$ cat config.mk
export PLATFORM = sky130hd
export DESIGN_NAME = srl_device_flat
export DESIGN_NICKNAME = d
export VERILOG_FILES = /design/src/core/srl_pkg.sv /design/src/core/srl_link_if.sv /design/src/core/srl_device.sv /design/src/flat_wrapper.sv
export SDC_FILE = /design/constraint.sdc
export NUM_CORES = 1
export LEC_CHECK = 0
export BUFFER_PORTS_ARGS = -buffer_cell sky130_fd_sc_hd__buf_2
export CORE_MARGIN = 1.5
export CORE_UTILIZATION = 57
export DETAILED_ROUTE_END_ITERATION = 6
export PLACE_DENSITY_LB_ADDON = 0.2
export SLEW_MARGIN = 10
export SYNTH_ARGS = -nofsm -noshare
export SYNTH_HDL_FRONTEND = slang
export SYNTH_SLANG_ARGS = --single-unit
export TNS_END_PERCENT = 50
$ cat constraint.sdc
create_clock -name CLOCK -period 14.32 [get_ports CLOCK]
set_clock_uncertainty 0.15 [all_clocks]
set_input_delay 0.716 -clock CLOCK [delete_from_list [all_inputs] [get_ports CLOCK]]
set_output_delay 0.716 -clock CLOCK [all_outputs]
set_load 0.1 [all_outputs]
$ cat src/core/srl_pkg.sv
// srl_pkg: shared constants for the serial register-access block
// assumes: both ends import it; the link interface does not
package srl_pkg;
	localparam int SRL_ADDR_W = 7;
	localparam int SRL_REGS = 128;
	localparam logic [6:0] SRL_ADDR_MEM0 = 7'h06;
	localparam logic [6:0] SRL_ADDR_MEM3 = 7'h09;
	localparam logic [6:0] SRL_ADDR_LOCK = 7'h0A;
	localparam logic [6:0] SRL_ADDR_SYSEN = 7'h04;
	localparam logic [6:0] SRL_ADDR_SYSEV = 7'h61;
	localparam logic [6:0] SRL_ADDR_ID = 7'h7E;
	localparam logic [6:0] SRL_ADDR_STAT = 7'h03;
	localparam logic [6:0] SRL_ADDR_MAX = 7'h7F;
	localparam int SRL_SYSEN_FAIL_BIT = 1;
	localparam int SRL_SYSEV_FAIL_BIT = 1;
	localparam logic [7:0] SRL_LOCK_MASK = 8'h7F;
	localparam logic [7:0] SRL_SYSEN_MASK = 8'h02;
	localparam logic [7:0] SRL_RESET_BYTE = 8'h00;
	localparam logic [7:0] SRL_RESET_SYSEN = 8'h02;
	localparam logic [7:0] SRL_ID_DEFAULT = 8'h5A;
	localparam int SRL_BITS_SHORT = 16;
	localparam int SRL_BITS_MID = 24;
	localparam int SRL_BITS_LONG = 32;
	localparam int SRL_CNT_W = 6;
	// host side register map
	localparam logic [11:0] SRL_H_CTRL = 12'h000;
	localparam logic [11:0] SRL_H_TXD = 12'h004;
	localparam logic [11:0] SRL_H_RXD = 12'h008;
	localparam logic [11:0] SRL_H_STAT = 12'h00C;
	localparam int SRL_H_DIV = 4;
	typedef enum logic [1:0] {
		SRL_H_IDLE = 2'b00,
		SRL_H_LOW = 2'b01,
		SRL_H_HIGH = 2'b10,
		SRL_H_END = 2'b11
	} srl_hstate_t;
endpackage : srl_pkg

$ cat src/core/srl_link_if.sv
// srl_link_if: four-wire serial link between controller and device
// assumes: serial_out is resolved here from its enable, low when not driven
`timescale 1ns/1ps
interface srl_link_if;
	logic sck;
	logic serial_select_n;
	logic serial_in;
	logic serial_out_o;
	logic serial_out_oe;
	logic serial_out;
	assign serial_out = serial_out_oe ? serial_out_o : 1'b0;
	modport device (input sck, input serial_select_n, input serial_in,
		output serial_out_o, output serial_out_oe);
	modport host (output sck, output serial_select_n, output serial_in,
		input serial_out);
endinterface : srl_link_if

$ cat src/core/srl_device.sv
// srl_device: serial slave with 128-byte register space, locks, scratch
// assumes: link pins asynchronous to CLOCK; sck well below CLOCK/4
`timescale 1ns/1ps
module srl_device
	import srl_pkg::*;
#(
	parameter logic [7:0] ID_CODE = SRL_ID_DEFAULT // arbitrary value
) (
	input wire logic CLOCK,
	input wire logic RESETN,
	srl_link_if.device LINK,
	input wire logic MODE_CHANGE,
	input wire logic [7:0] STATUS_IN,
	output logic FAIL_EVENT,
	output logic [7:0] LOCK_STATE
);
	typedef struct packed {
		logic [2:0] sck_s;
		logic [2:0] sel_s;
		logic [1:0] din_s;
		logic [SRL_CNT_W-1:0] cnt;
		logic [7:0] shin;
		logic [7:0] shout;
		logic [6:0] addr;
		logic rd;
		logic abort;
		logic [2:0] nbytes;
		logic [7:0] wd0;
		logic [7:0] wd1;
		logic [7:0] wd2;
		logic [7:0] lock;
		logic [7:0] sysen;
		logic [7:0] sysev;
		logic [31:0] mem;
		logic dout;
		logic oe;
	} srl_dev_t;
	srl_dev_t s_reg, s_next;

	function automatic logic [7:0] rd_byte(input srl_dev_t s,
		input logic [6:0] a, input logic [7:0] st, input logic [7:0] id);
		logic [7:0] v;
		v = 8'h00;
		if (a >= SRL_ADDR_MEM0 && a <= SRL_ADDR_MEM3) begin
			v = s.mem[8*(a-SRL_ADDR_MEM0) +: 8];
		end else if (a == SRL_ADDR_LOCK) begin
			v = s.lock & SRL_LOCK_MASK;
		end else if (a == SRL_ADDR_SYSEN) begin
			v = s.sysen;
		end else if (a == SRL_ADDR_SYSEV) begin
			v = s.sysev;
		end else if (a == SRL_ADDR_ID) begin
			v = id;
		end else if (a == SRL_ADDR_STAT) begin
			v = st;
		end
		return v;
	endfunction : rd_byte

	function automatic logic locked(input logic [7:0] l, input logic [6:0] a);
		logic k;
		k = 1'b0;
		if (a >= SRL_ADDR_MEM0 && a <= SRL_ADDR_MEM3) begin
			k = l[0];
		end else if (a[6:4] == 3'h1) begin
			k = l[1];
		end else if (a[6:4] == 3'h2) begin
			k = l[2];
		end else if (a[6:4] == 3'h3) begin
			k = l[3];
		end else if (a[6:4] == 3'h4) begin
			k = l[4];
		end else if (a[6:4] == 3'h5) begin
			k = l[5];
		end else if (a[6:3] == 4'hD) begin
			k = l[6];
		end
		return k;
	endfunction : locked

	function automatic srl_dev_t wr_byte(input srl_dev_t s,
		input logic [6:0] a, input logic [7:0] d);
		srl_dev_t r;
		r = s;
		if (!locked(s.lock, a)) begin
			if (a >= SRL_ADDR_MEM0 && a <= SRL_ADDR_MEM3) begin
				r.mem[8*(a-SRL_ADDR_MEM0) +: 8] = d;
			end else if (a == SRL_ADDR_LOCK) begin
				r.lock = d & SRL_LOCK_MASK;
			end else if (a == SRL_ADDR_SYSEN) begin
				r.sysen = d & SRL_SYSEN_MASK;
			end else if (a == SRL_ADDR_SYSEV) begin
				r.sysev = s.sysev & ~d;
			end
		end
		return r;
	endfunction : wr_byte

	logic sck_rise, sck_fall, sel_fall, sel_rise, sel_act;
	logic [6:0] a1, a2;
	logic [7:0] fb;
	logic set_fail;
	assign sck_rise = s_reg.sck_s[1] && !s_reg.sck_s[2];
	assign sck_fall = !s_reg.sck_s[1] && s_reg.sck_s[2];
	assign sel_fall = !s_reg.sel_s[1] && s_reg.sel_s[2];
	assign sel_rise = s_reg.sel_s[1] && !s_reg.sel_s[2];
	assign sel_act = !s_reg.sel_s[1];

	always_comb begin
		s_next = s_reg;
		a1 = 7'h00;
		a2 = 7'h00;
		fb = 8'h00;
		set_fail = 1'b0;
		s_next.sck_s = {s_reg.sck_s[1:0], LINK.sck};
		s_next.sel_s = {s_reg.sel_s[1:0], LINK.serial_select_n};
		s_next.din_s = {s_reg.din_s[0], LINK.serial_in};
		s_next.oe = sel_act;
		if (sel_fall) begin
			s_next.cnt = '0;
			s_next.abort = 1'b0;
			s_next.nbytes = 3'd0;
			s_next.rd = 1'b0;
			// bits left from a cut frame must not leak into this one
			s_next.shout = 8'h00;
			s_next.dout = 1'b0;
		end else if (sel_act && sck_fall) begin
			fb = {s_reg.shin[6:0], s_reg.din_s[1]};
			s_next.shin = fb;
			if (s_reg.cnt != '1) begin
				s_next.cnt = s_reg.cnt + 1'b1;
			end
			if (s_reg.cnt[2:0] == 3'd7 && s_reg.cnt < 6'd32) begin
				if (s_reg.cnt[5:3] == 3'd0) begin
					s_next.addr = fb[7:1];
					s_next.rd = fb[0];
				end else begin
					s_next.nbytes = s_reg.nbytes + 3'd1;
				end
				if (s_reg.cnt[5:3] == 3'd1) begin
					s_next.wd0 = fb;
				end
				if (s_reg.cnt[5:3] == 3'd2) begin
					s_next.wd1 = fb;
				end
				if (s_reg.cnt[5:3] == 3'd3) begin
					s_next.wd2 = fb;
				end
			end
		end else if (sel_act && sck_rise) begin
			if (s_reg.cnt >= 6'd32 && s_reg.rd) begin
				s_next.dout = s_reg.din_s[1];
			end else if (s_reg.cnt[2:0] == 3'd0 && s_reg.cnt != 6'd0) begin
				// load byte at addr plus the data bytes already sent
				s_next.shout = rd_byte(s_reg,
					s_reg.addr + 7'(s_reg.nbytes), STATUS_IN, ID_CODE);
				s_next.dout = s_next.shout[7];
			end else begin
				s_next.dout = s_reg.shout[7];
			end
			s_next.shout = {s_next.shout[6:0], 1'b0};
			if (s_reg.cnt[2:0] == 3'd0 && s_reg.cnt != 6'd0 &&
				!(s_reg.cnt >= 6'd32 && s_reg.rd)) begin
				s_next.shout = {s_next.shout[7:1], 1'b0};
			end
		end
		if (sel_act && s_reg.cnt == 6'd0 && !s_reg.sck_s[1]) begin
			s_next.dout = 1'b0;
		end
		if (MODE_CHANGE && sel_act) begin
			s_next.abort = 1'b1;
		end
		if (sel_rise && !s_reg.rd && !s_reg.abort) begin
			if (s_reg.cnt == 6'(SRL_BITS_SHORT) || s_reg.cnt ==
				6'(SRL_BITS_MID) || s_reg.cnt == 6'(SRL_BITS_LONG)) begin
				a1 = s_reg.addr + 7'd1;
				a2 = s_reg.addr + 7'd2;
				s_next = wr_byte(s_next, s_reg.addr, s_reg.wd0);
				if (s_reg.cnt >= 6'(SRL_BITS_MID) &&
					s_reg.addr != SRL_ADDR_MAX) begin
					s_next = wr_byte(s_next, a1, s_reg.wd1);
				end
				if (s_reg.cnt == 6'(SRL_BITS_LONG) &&
					s_reg.addr < 7'h7E) begin
					s_next = wr_byte(s_next, a2, s_reg.wd2);
				end
			end else begin
				set_fail = s_reg.sysen[SRL_SYSEN_FAIL_BIT];
			end
		end
		if (set_fail) begin
			s_next.sysev[SRL_SYSEV_FAIL_BIT] = 1'b1; // set beats clear
		end
	end

	always_ff @(posedge CLOCK or negedge RESETN) begin
		if (!RESETN) begin
			s_reg <= '0;
			s_reg.sck_s <= 3'b000;
			s_reg.sel_s <= 3'b111;
			s_reg.sysen <= SRL_RESET_SYSEN;
			s_reg.lock <= SRL_RESET_BYTE;
		end else begin
			s_reg <= s_next;
		end
	end

	// first-byte output during a frame is zero, since shout is cleared at select fall
	assign LINK.serial_out_o = s_reg.dout;
	assign LINK.serial_out_oe = s_reg.oe;
	assign FAIL_EVENT = s_reg.sysev[SRL_SYSEV_FAIL_BIT];
	assign LOCK_STATE = s_reg.lock;
endmodule : srl_device

$ cat src/flat_wrapper.sv
// flat-port wrapper written by rule: the top's interface ports become plain ports
module srl_device_flat import srl_pkg::*;
#(
	parameter logic [7:0] ID_CODE = SRL_ID_DEFAULT                   
)
  (CLOCK, RESETN, MODE_CHANGE, STATUS_IN, FAIL_EVENT, LOCK_STATE, LINK_sck, LINK_serial_select_n, LINK_serial_in, LINK_serial_out_o, LINK_serial_out_oe);
  srl_link_if LINK_i ();
  input wire logic CLOCK;
  input wire logic RESETN;
  input wire logic MODE_CHANGE;
  input wire logic [7:0] STATUS_IN;
  output logic FAIL_EVENT;
  output logic [7:0] LOCK_STATE;
  input wire logic [$bits(LINK_i.sck)-1:0] LINK_sck;
  input wire logic [$bits(LINK_i.serial_select_n)-1:0] LINK_serial_select_n;
  input wire logic [$bits(LINK_i.serial_in)-1:0] LINK_serial_in;
  output wire logic [$bits(LINK_i.serial_out_o)-1:0] LINK_serial_out_o;
  output wire logic [$bits(LINK_i.serial_out_oe)-1:0] LINK_serial_out_oe;
  assign LINK_i.sck = LINK_sck;
  assign LINK_i.serial_select_n = LINK_serial_select_n;
  assign LINK_i.serial_in = LINK_serial_in;
  assign LINK_serial_out_o = LINK_i.serial_out_o;
  assign LINK_serial_out_oe = LINK_i.serial_out_oe;
  srl_device #(.ID_CODE(ID_CODE)) u_core (.CLOCK(CLOCK), .RESETN(RESETN), .LINK(LINK_i), .MODE_CHANGE(MODE_CHANGE), .STATUS_IN(STATUS_IN), .FAIL_EVENT(FAIL_EVENT), .LOCK_STATE(LOCK_STATE));
endmodule
==> results of run 1 <==
## cell usage after synthesis (6+ instances only)
| cell type | count |
|---|---|
| ha_1 | 51 |
| nor2_1 | 65 |
| a211oi_1 | 9 |
| xor2_1 | 16 |
| or3b_2 | 6 |
| buf_4 | 9 |
| mux2_2 | 57 |
| o21a_1 | 9 |
| o211ai_1 | 9 |
| mux2i_1 | 45 |
| or3_1 | 11 |
| inv_1 | 37 |
| o22ai_1 | 6 |
| a222oi_1 | 6 |
| mux4_2 | 8 |
| or2_2 | 6 |
| a21oi_1 | 36 |
| a21o_1 | 7 |
| nor2b_1 | 10 |
| nand3_1 | 33 |
| nor4b_1 | 10 |
| o311ai_0 | 7 |
| nand4b_1 | 13 |
| nand3b_1 | 6 |
| xnor2_1 | 20 |
| nand4_1 | 26 |
| clkbuf_1 | 50 |
| nand2_1 | 114 |
| a22o_1 | 17 |
| nand2b_1 | 21 |
| nor4_1 | 18 |
| a31oi_1 | 16 |
| o21ai_0 | 47 |
| nor4bb_1 | 6 |
| and3_1 | 22 |
| buf_2 | 9 |
| a22oi_1 | 9 |
| a221oi_1 | 9 |
| dfrtp_1 | 118 |
| nor3_1 | 23 |
| and2_1 | 14 |
## layout by cell type (no fill, tap or decap), types with 21 or more instances in the layout
master and instances:
a21oi_1 36, nor2_1 65, mux2_2 57, nand2b_1 21, buf_2 23, nand3_1 33
and3_1 22, dfrtp_1 118, mux2i_1 45, nor3_1 23, nand4_1 26, inv_1 37
o21ai_0 47, ha_1 51, nand2_1 114
## kinds of logic (layout without fill, tap and decap cells)
group | Yosys count | count (layout)
AND/OR/NAND/NOR | 431 | 431
multiplexers | 110 | 110
XOR/XNOR | 38 | 38
adder cells (fa/ha/maj) | 52 | 52
AO/OA/AOI/OAI | 226 | 226
buffers and inverters | 110 | 106
flip-flops | 122 | 122
## layer usage
layer | share of wire [%] | vias up | GRT usage [%]
met5 | 0 | - | 0
met4 | 2.8 | 0 | 11.8
met3 | 8.7 | 68 | 6.73
met2 | 45 | 418 | 47.9
met1 | 44 | 4324 | 45.2
li1 | - | 4028 | -
## per-stage QoR
step | util, % | cells | cell area, sq um | total power (uW)
after floorplan | - | 1089 | 9790 | 374
after global placement | 59.8 | 1273 | 9980 | 391
final | 63.6 | 1305 | 10600 | 848
after detailed placement | 59.8 | 1273 | 9980 | 391
after CTS | 63.6 | 1305 | 10600 | 852
after global routing | 63.6 | 1305 | 10600 | 868
## path summary, 6_finish.rpt
| check | from | endpoint | slack [ns] | depth (start not counted) |
|---|---|---|---|---|
| worst max register to register | u_core.s_reg[89] | u_core.s_reg[20] | 6.72 | 16 |
| max in group asynchronous | RESETN | u_core.s_reg[107] | 12.49 | 2 |
| min in group asynchronous | RESETN | u_core.s_reg[111] | 0.23 | 1 |
| worst max-delay path | u_core.s_reg[89] | u_core.s_reg[20] | 6.72 | 16 |
| worst min register to register | u_core.s_reg[116] | u_core.s_reg[117] | 0.20 | 0 |
| worst min-delay path | u_core.s_reg[116] | u_core.s_reg[117] | 0.20 | 0 |
## layout make-up
type / instances / area [sq um] / share of cell area (%)
clock inverters: 14 / 195 / 1.84
repair buffers: 37 / 220 / 2.07
clock buffers: 18 / 439 / 4.14
inverters: 37 / 139 / 1.31
multi-input cells: 857 / 6290 / 59.2
flip-flops and latches: 122 / 3060 / 28.8
well taps: 220 / 275 / 2.59
## worst max-delay path: stages, from the launching register on
cell,delay [ns]
dfrtp_1,0.76
ha_1,0.83
a21boi_0,0.28
nor2_1,0.58
nand2_1,0.18
nor4_1,0.25
o21ai_0,0.30
or3b_2,0.54
ha_1,0.31
or4bb_1,0.50
nor3_1,0.19
nor4bb_1,0.76
nand2_1,0.14
nor4b_2,0.96
mux2_2,0.42
a211oi_1,0.21
a221o_1,0.15
## power groups by stage
stage | combinational (uW) | sequential, uW | clock [uW]
after global placement | 20.7 | 370 | 0
final | 20.4 | 364 | 463
after global routing | 23.5 | 366 | 479
after floorplan | 8.76 | 365 | 0
after CTS | 21.0 | 365 | 466
after detailed placement | 20.9 | 371 | 0
==> impl_metrics.yaml, run 1 <==
die:
  die-area_sq_um: 18000
  io_pins: 25
  initial_utilization_pct: 58.6
  core-area_sq_um: 16700
  die_h_microns: 134
  die_width_microns: 134
  std_cell_rows: 47
global_route:
  overflow: 0
  grt_max_degree: 66
  grt_usage_pct: 31.8
  grt_pass1_vias: 8186
  antenna_found_initial: 0
  grt_pass1_wl_microns: 45000
sta:
  slew_headroom_pct: 20.6
  hold_viol: 0
  rsz0062_at_grt: "false"
  fin_crit_sh_pct: 53.1
  slew_violations: 0
  setup_tns_ns: 0
  finalSetupViolCount: 0
  fin_crit_ns: 7.60
  hold_slack_ns: 0.202
  worst_slack_ns: 6.72
  max_freq_mhz: 132
  worst_pin_slew_ns: 1.18
power:
  p_per_area_nw_per_um2: 79.9
  total_leakage_power_uw: 0.00463
  pwr-share-clk_pct: 54.6
  p_comb_share_pct: 2.4
  switching_share_pct: 22.7
  seqPwrFrac_pct: 43.0
  p_sw_uw: 192
  intPower_uw: 655
  ir_drop_mv: 0.0946
cts:
  clockBufferDepth: 2
  clock-root-buffer: "clkbuf_16"
  htreeDepth: 4
  cts_tree: "built"
  numCtsBuffers: 17
  clkTransAtPathRegs_ns: 0.06
  clk_latency_ns: 0.43
  clkSinkCount: 122
  hold_buffers: 0
  cts-resized-gates: 0
  post_cts_buffers: 0
critical_path:
  crit_arrival_ns: 7.81
  path_class: "reg2reg"
  end_kind: "register"
  cp-start-kind: "register"
  required_ns: 14.53
  crit_fanout: 23
synthesis:
  synth_nets: 1155
  synth-edff-count: 0
  yosysWarnings: 0
  async_reset_ff_share_pct: 100
  synth_seq_area_share_pct: 31.2
  synth_top_family_by_area: "simple AND/OR/NAND/NOR gates"
  synth_cell_type_count: 82
  synth_area_per_cell_sq_um: 8.99
  ys_seq_elements: 122
  yosys-top-cells-area: "dfrtp_1 30%, mux2_2 6.6%, ha_1 6.5%, mux2i_1 4.6%, nand2_1 4.4%"
  synthAdderAreaFrac_pct: 6.72
  synth_top_area_share_pct: 30.2
  synth_flop_cell: "dfrtp_1"
  synth_xor_area_share_pct: 3.62
  synth_cells: 1089
  syn_area_sq_um: 9790
  synth_compound_area_share_pct: 16.5
  muxShareOfSynthArea_pct: 13.0
  synth_largest_area_cell: "dfrtp_1"
  yosys.area_share.simple_pct: 24.2
job:
  drv_cap: 0
drt:
  drcViolationCount: 0
  drt_iter0_drc: 980
  ant_nets: 0
  finalWirelength_microns: 27800
  first_pass_iters: 6
  vias: 8838
  route.detailed.wl_per_inst_microns: 21.3
  via_per_inst: 6.77
finish:
  drive_gt1_share_pct: 15.4
  largest_reg_flops: 111
  antenna_cells: 0
  layout.nets: 1138
  fillers: 1422
  area_growth_pct: 8.45
placed_design:
  dp_slack_ns: 6.96
  globalplace.congestion: 1.00
  place_hpwl_microns: 20500
  numPortBuffers: 24
outcome:
  status: "finished, final reports clean"
hold_path:
  hold_class: "reg2reg"
No activity file was read; power rests on OpenSTA's default activity.
==> run 2, diff against run 1 <==
Clock period 14.32 ns to 6.9 ns, I/O delays scaled along.
==> run 2 against run 1 <==
Power rose by 100%. Utilization rose by 0.68 points. Flip-flop and latch count did not move. Largest cell class unchanged. Sequential share of layout area fell by 0.31 points. Clock power rose by 100%. Routed wire length rose by 3.7%. Via count rose by 1.4%. Critical path depth rose by 2.
==> impl_metrics.yaml, run 2 (synthesis results as in run 1) <==
finish:
  largest_reg_flops: 111
  layout.nets: 1154
  area_growth_pct: 9.61
  antenna_cells: 0
  drive_gt1_share_pct: 16.3
  final_cell_mix: "118 x dfrtp_1, 114 x nand2_1, 65 x nor2_1"
  fillers: 1400
  final_common_cell: "dfrtp_1"
global_route:
  antenna_found_initial: 0
  grt_max_degree: 71
  overflow: 0
  grt_usage_pct: 32.5
  grt_pass1_wl_microns: 45900
  grt_pass1_vias: 8328
drt:
  wl_met1_microns: 12200
  drt_iter0_drc: 948
  via_per_inst: 6.79
  vias: 8963
  first_pass_iters: 5
  ant_nets: 0
  finalWirelength_microns: 28800
  route.met2.wl_microns: 13100
  route.detailed.wl_per_inst_microns: 21.8
  met3WireLength_microns: 2860
  dr.max_layer_used: "met4"
  drcViolationCount: 0
power:
  pwr-share-clk_pct: 53.8
  seqPwrFrac_pct: 43.6
  p_per_area_nw_per_um2: 161
  p_sw_uw: 405
  total_leakage_power_uw: 0.00469
  switching_share_pct: 23.4
  ir_drop_mv: 0.208
  intPower_uw: 1330
  p_comb_share_pct: 2.6
critical_path:
  required_ns: 7.01
  crit_arrival_ns: 6.13
  end_kind: "register"
  reg2reg_depth: 18
  cp-start-kind: "register"
  crit_fanout: 20
  path_class: "reg2reg"
die:
  die_width_microns: 134
  std_cell_rows: 47
  die_h_microns: 134
  core-area_sq_um: 16700
  die-area_sq_um: 18000
  io_pins: 25
  initial_utilization_pct: 58.6
placed_design:
  numPortBuffers: 24
  place_hpwl_microns: 21000
  globalplace.congestion: 0.948
cts:
  htreeDepth: 4
  numCtsBuffers: 17
  clk_latency_ns: 0.42
  cts_tree: "built"
  clock-root-buffer: "clkbuf_16"
  clkTransAtPathRegs_ns: 0.06
  clkSinkCount: 122
  post_cts_buffers: 0
  clockBufferDepth: 2
sta:
  hold_viol: 0
  max_freq_mhz: 166
  setup_tns_ns: 0
  worst_pin_slew_ns: 1.16
  fin_crit_ns: 6.02
  slew_headroom_pct: 22.2
  finalSetupViolCount: 0
  rsz0062_at_grt: "false"
  fin_crit_sh_pct: 87.3
  slew_violations: 0
  hold_slack_ns: 0.0246
hold_path:
  hold_class: "in2reg"
  hold_depth: 2
outcome:
  status: "finished, final reports clean"
job:
  drv_cap: 0
[run 2: final cells by class]
type                    instances  area (sq um)  share of cell area, %
clock buffers                  18           439                   4.09
clock inverters                14           171                   1.60
inverters                      37           139                   1.29
multi-input cells             857          6290                   58.7
flip-flops and latches        122          3060                   28.5
well taps                     220           275                   2.57
repair buffers                 53           350                   3.27
[run 2: final timing paths]
check / to / start / slack (ns)
min in group asynchronous: u_core.s_reg[112] / RESETN / 0.35
hold / removal: u_core.s_reg[85] / MODE_CHANGE / 0.02
setup / recovery: u_core.s_reg[12] / u_core.s_reg[88] / 0.88
setup reg to reg: u_core.s_reg[12] / u_core.s_reg[88] / 0.88
hold reg to reg: u_core.s_reg[117] / u_core.s_reg[116] / 0.20
max in group asynchronous: u_core.s_reg[67] / RESETN / 4.86
[run 2: what timing repair did]
action | CTS | global route
endpoints found under the hold margin | 52 | 0
gates resized for setup | 0 | 0
hold buffers | 4 | 0
[run 2: stage by stage]
stage / worst slack (ns) / util, % / cells / instance area (sq um) / total power (uW)
finish: 0.875 / 64.2 / 1321 / 10700 / 1730
global route: 0.538 / 64.2 / 1321 / 10700 / 1770
CTS: 0.907 / 64.2 / 1321 / 10700 / 1740
detailed placement: 0.919 / 60.3 / 1285 / 10100 / 811
global placement: 1.08 / 60.3 / 1285 / 10100 / 810
floorplan: 1.13 / - / 1089 / 9790 / 776
[run 2: power by group through the flow]
| stage | registers, uW | logic [uW] | clock network, uW |
|---|---|---|---|
| floorplan | 757 | 18.2 | 0 |
| global placement | 767 | 43.5 | 0 |
| detailed placement | 767 | 44.0 | 0 |
| CTS | 755 | 45.9 | 935 |
| global route | 758 | 50.7 | 959 |
| finish | 755 | 44.8 | 931 |
[run 2: layer usage]
metal,GRT usage (%),vias to the layer above
met3,7.22,58
met4,9.86,0
met1,44.6,4400
met5,0,-
met2,51.6,445
li1,-,4060
[run 2: worst max-delay path, stage by stage (launching register included)]
cell and delay (ns):
dfrtp_1 0.38, buf_4 0.21, ha_1 0.26, a21boi_0 0.28, or2_0 0.36, nor2_1 0.10, or2_2 0.30, a21oi_1 0.14
o21ai_0 0.09, buf_4 0.17, or3b_2 0.44, ha_1 0.31, or4b_2 0.66, nor4_1 0.31, o311ai_0 0.38, nor4_1 0.58
a211oi_1 0.27, a222oi_1 0.30, o311ai_0 0.19
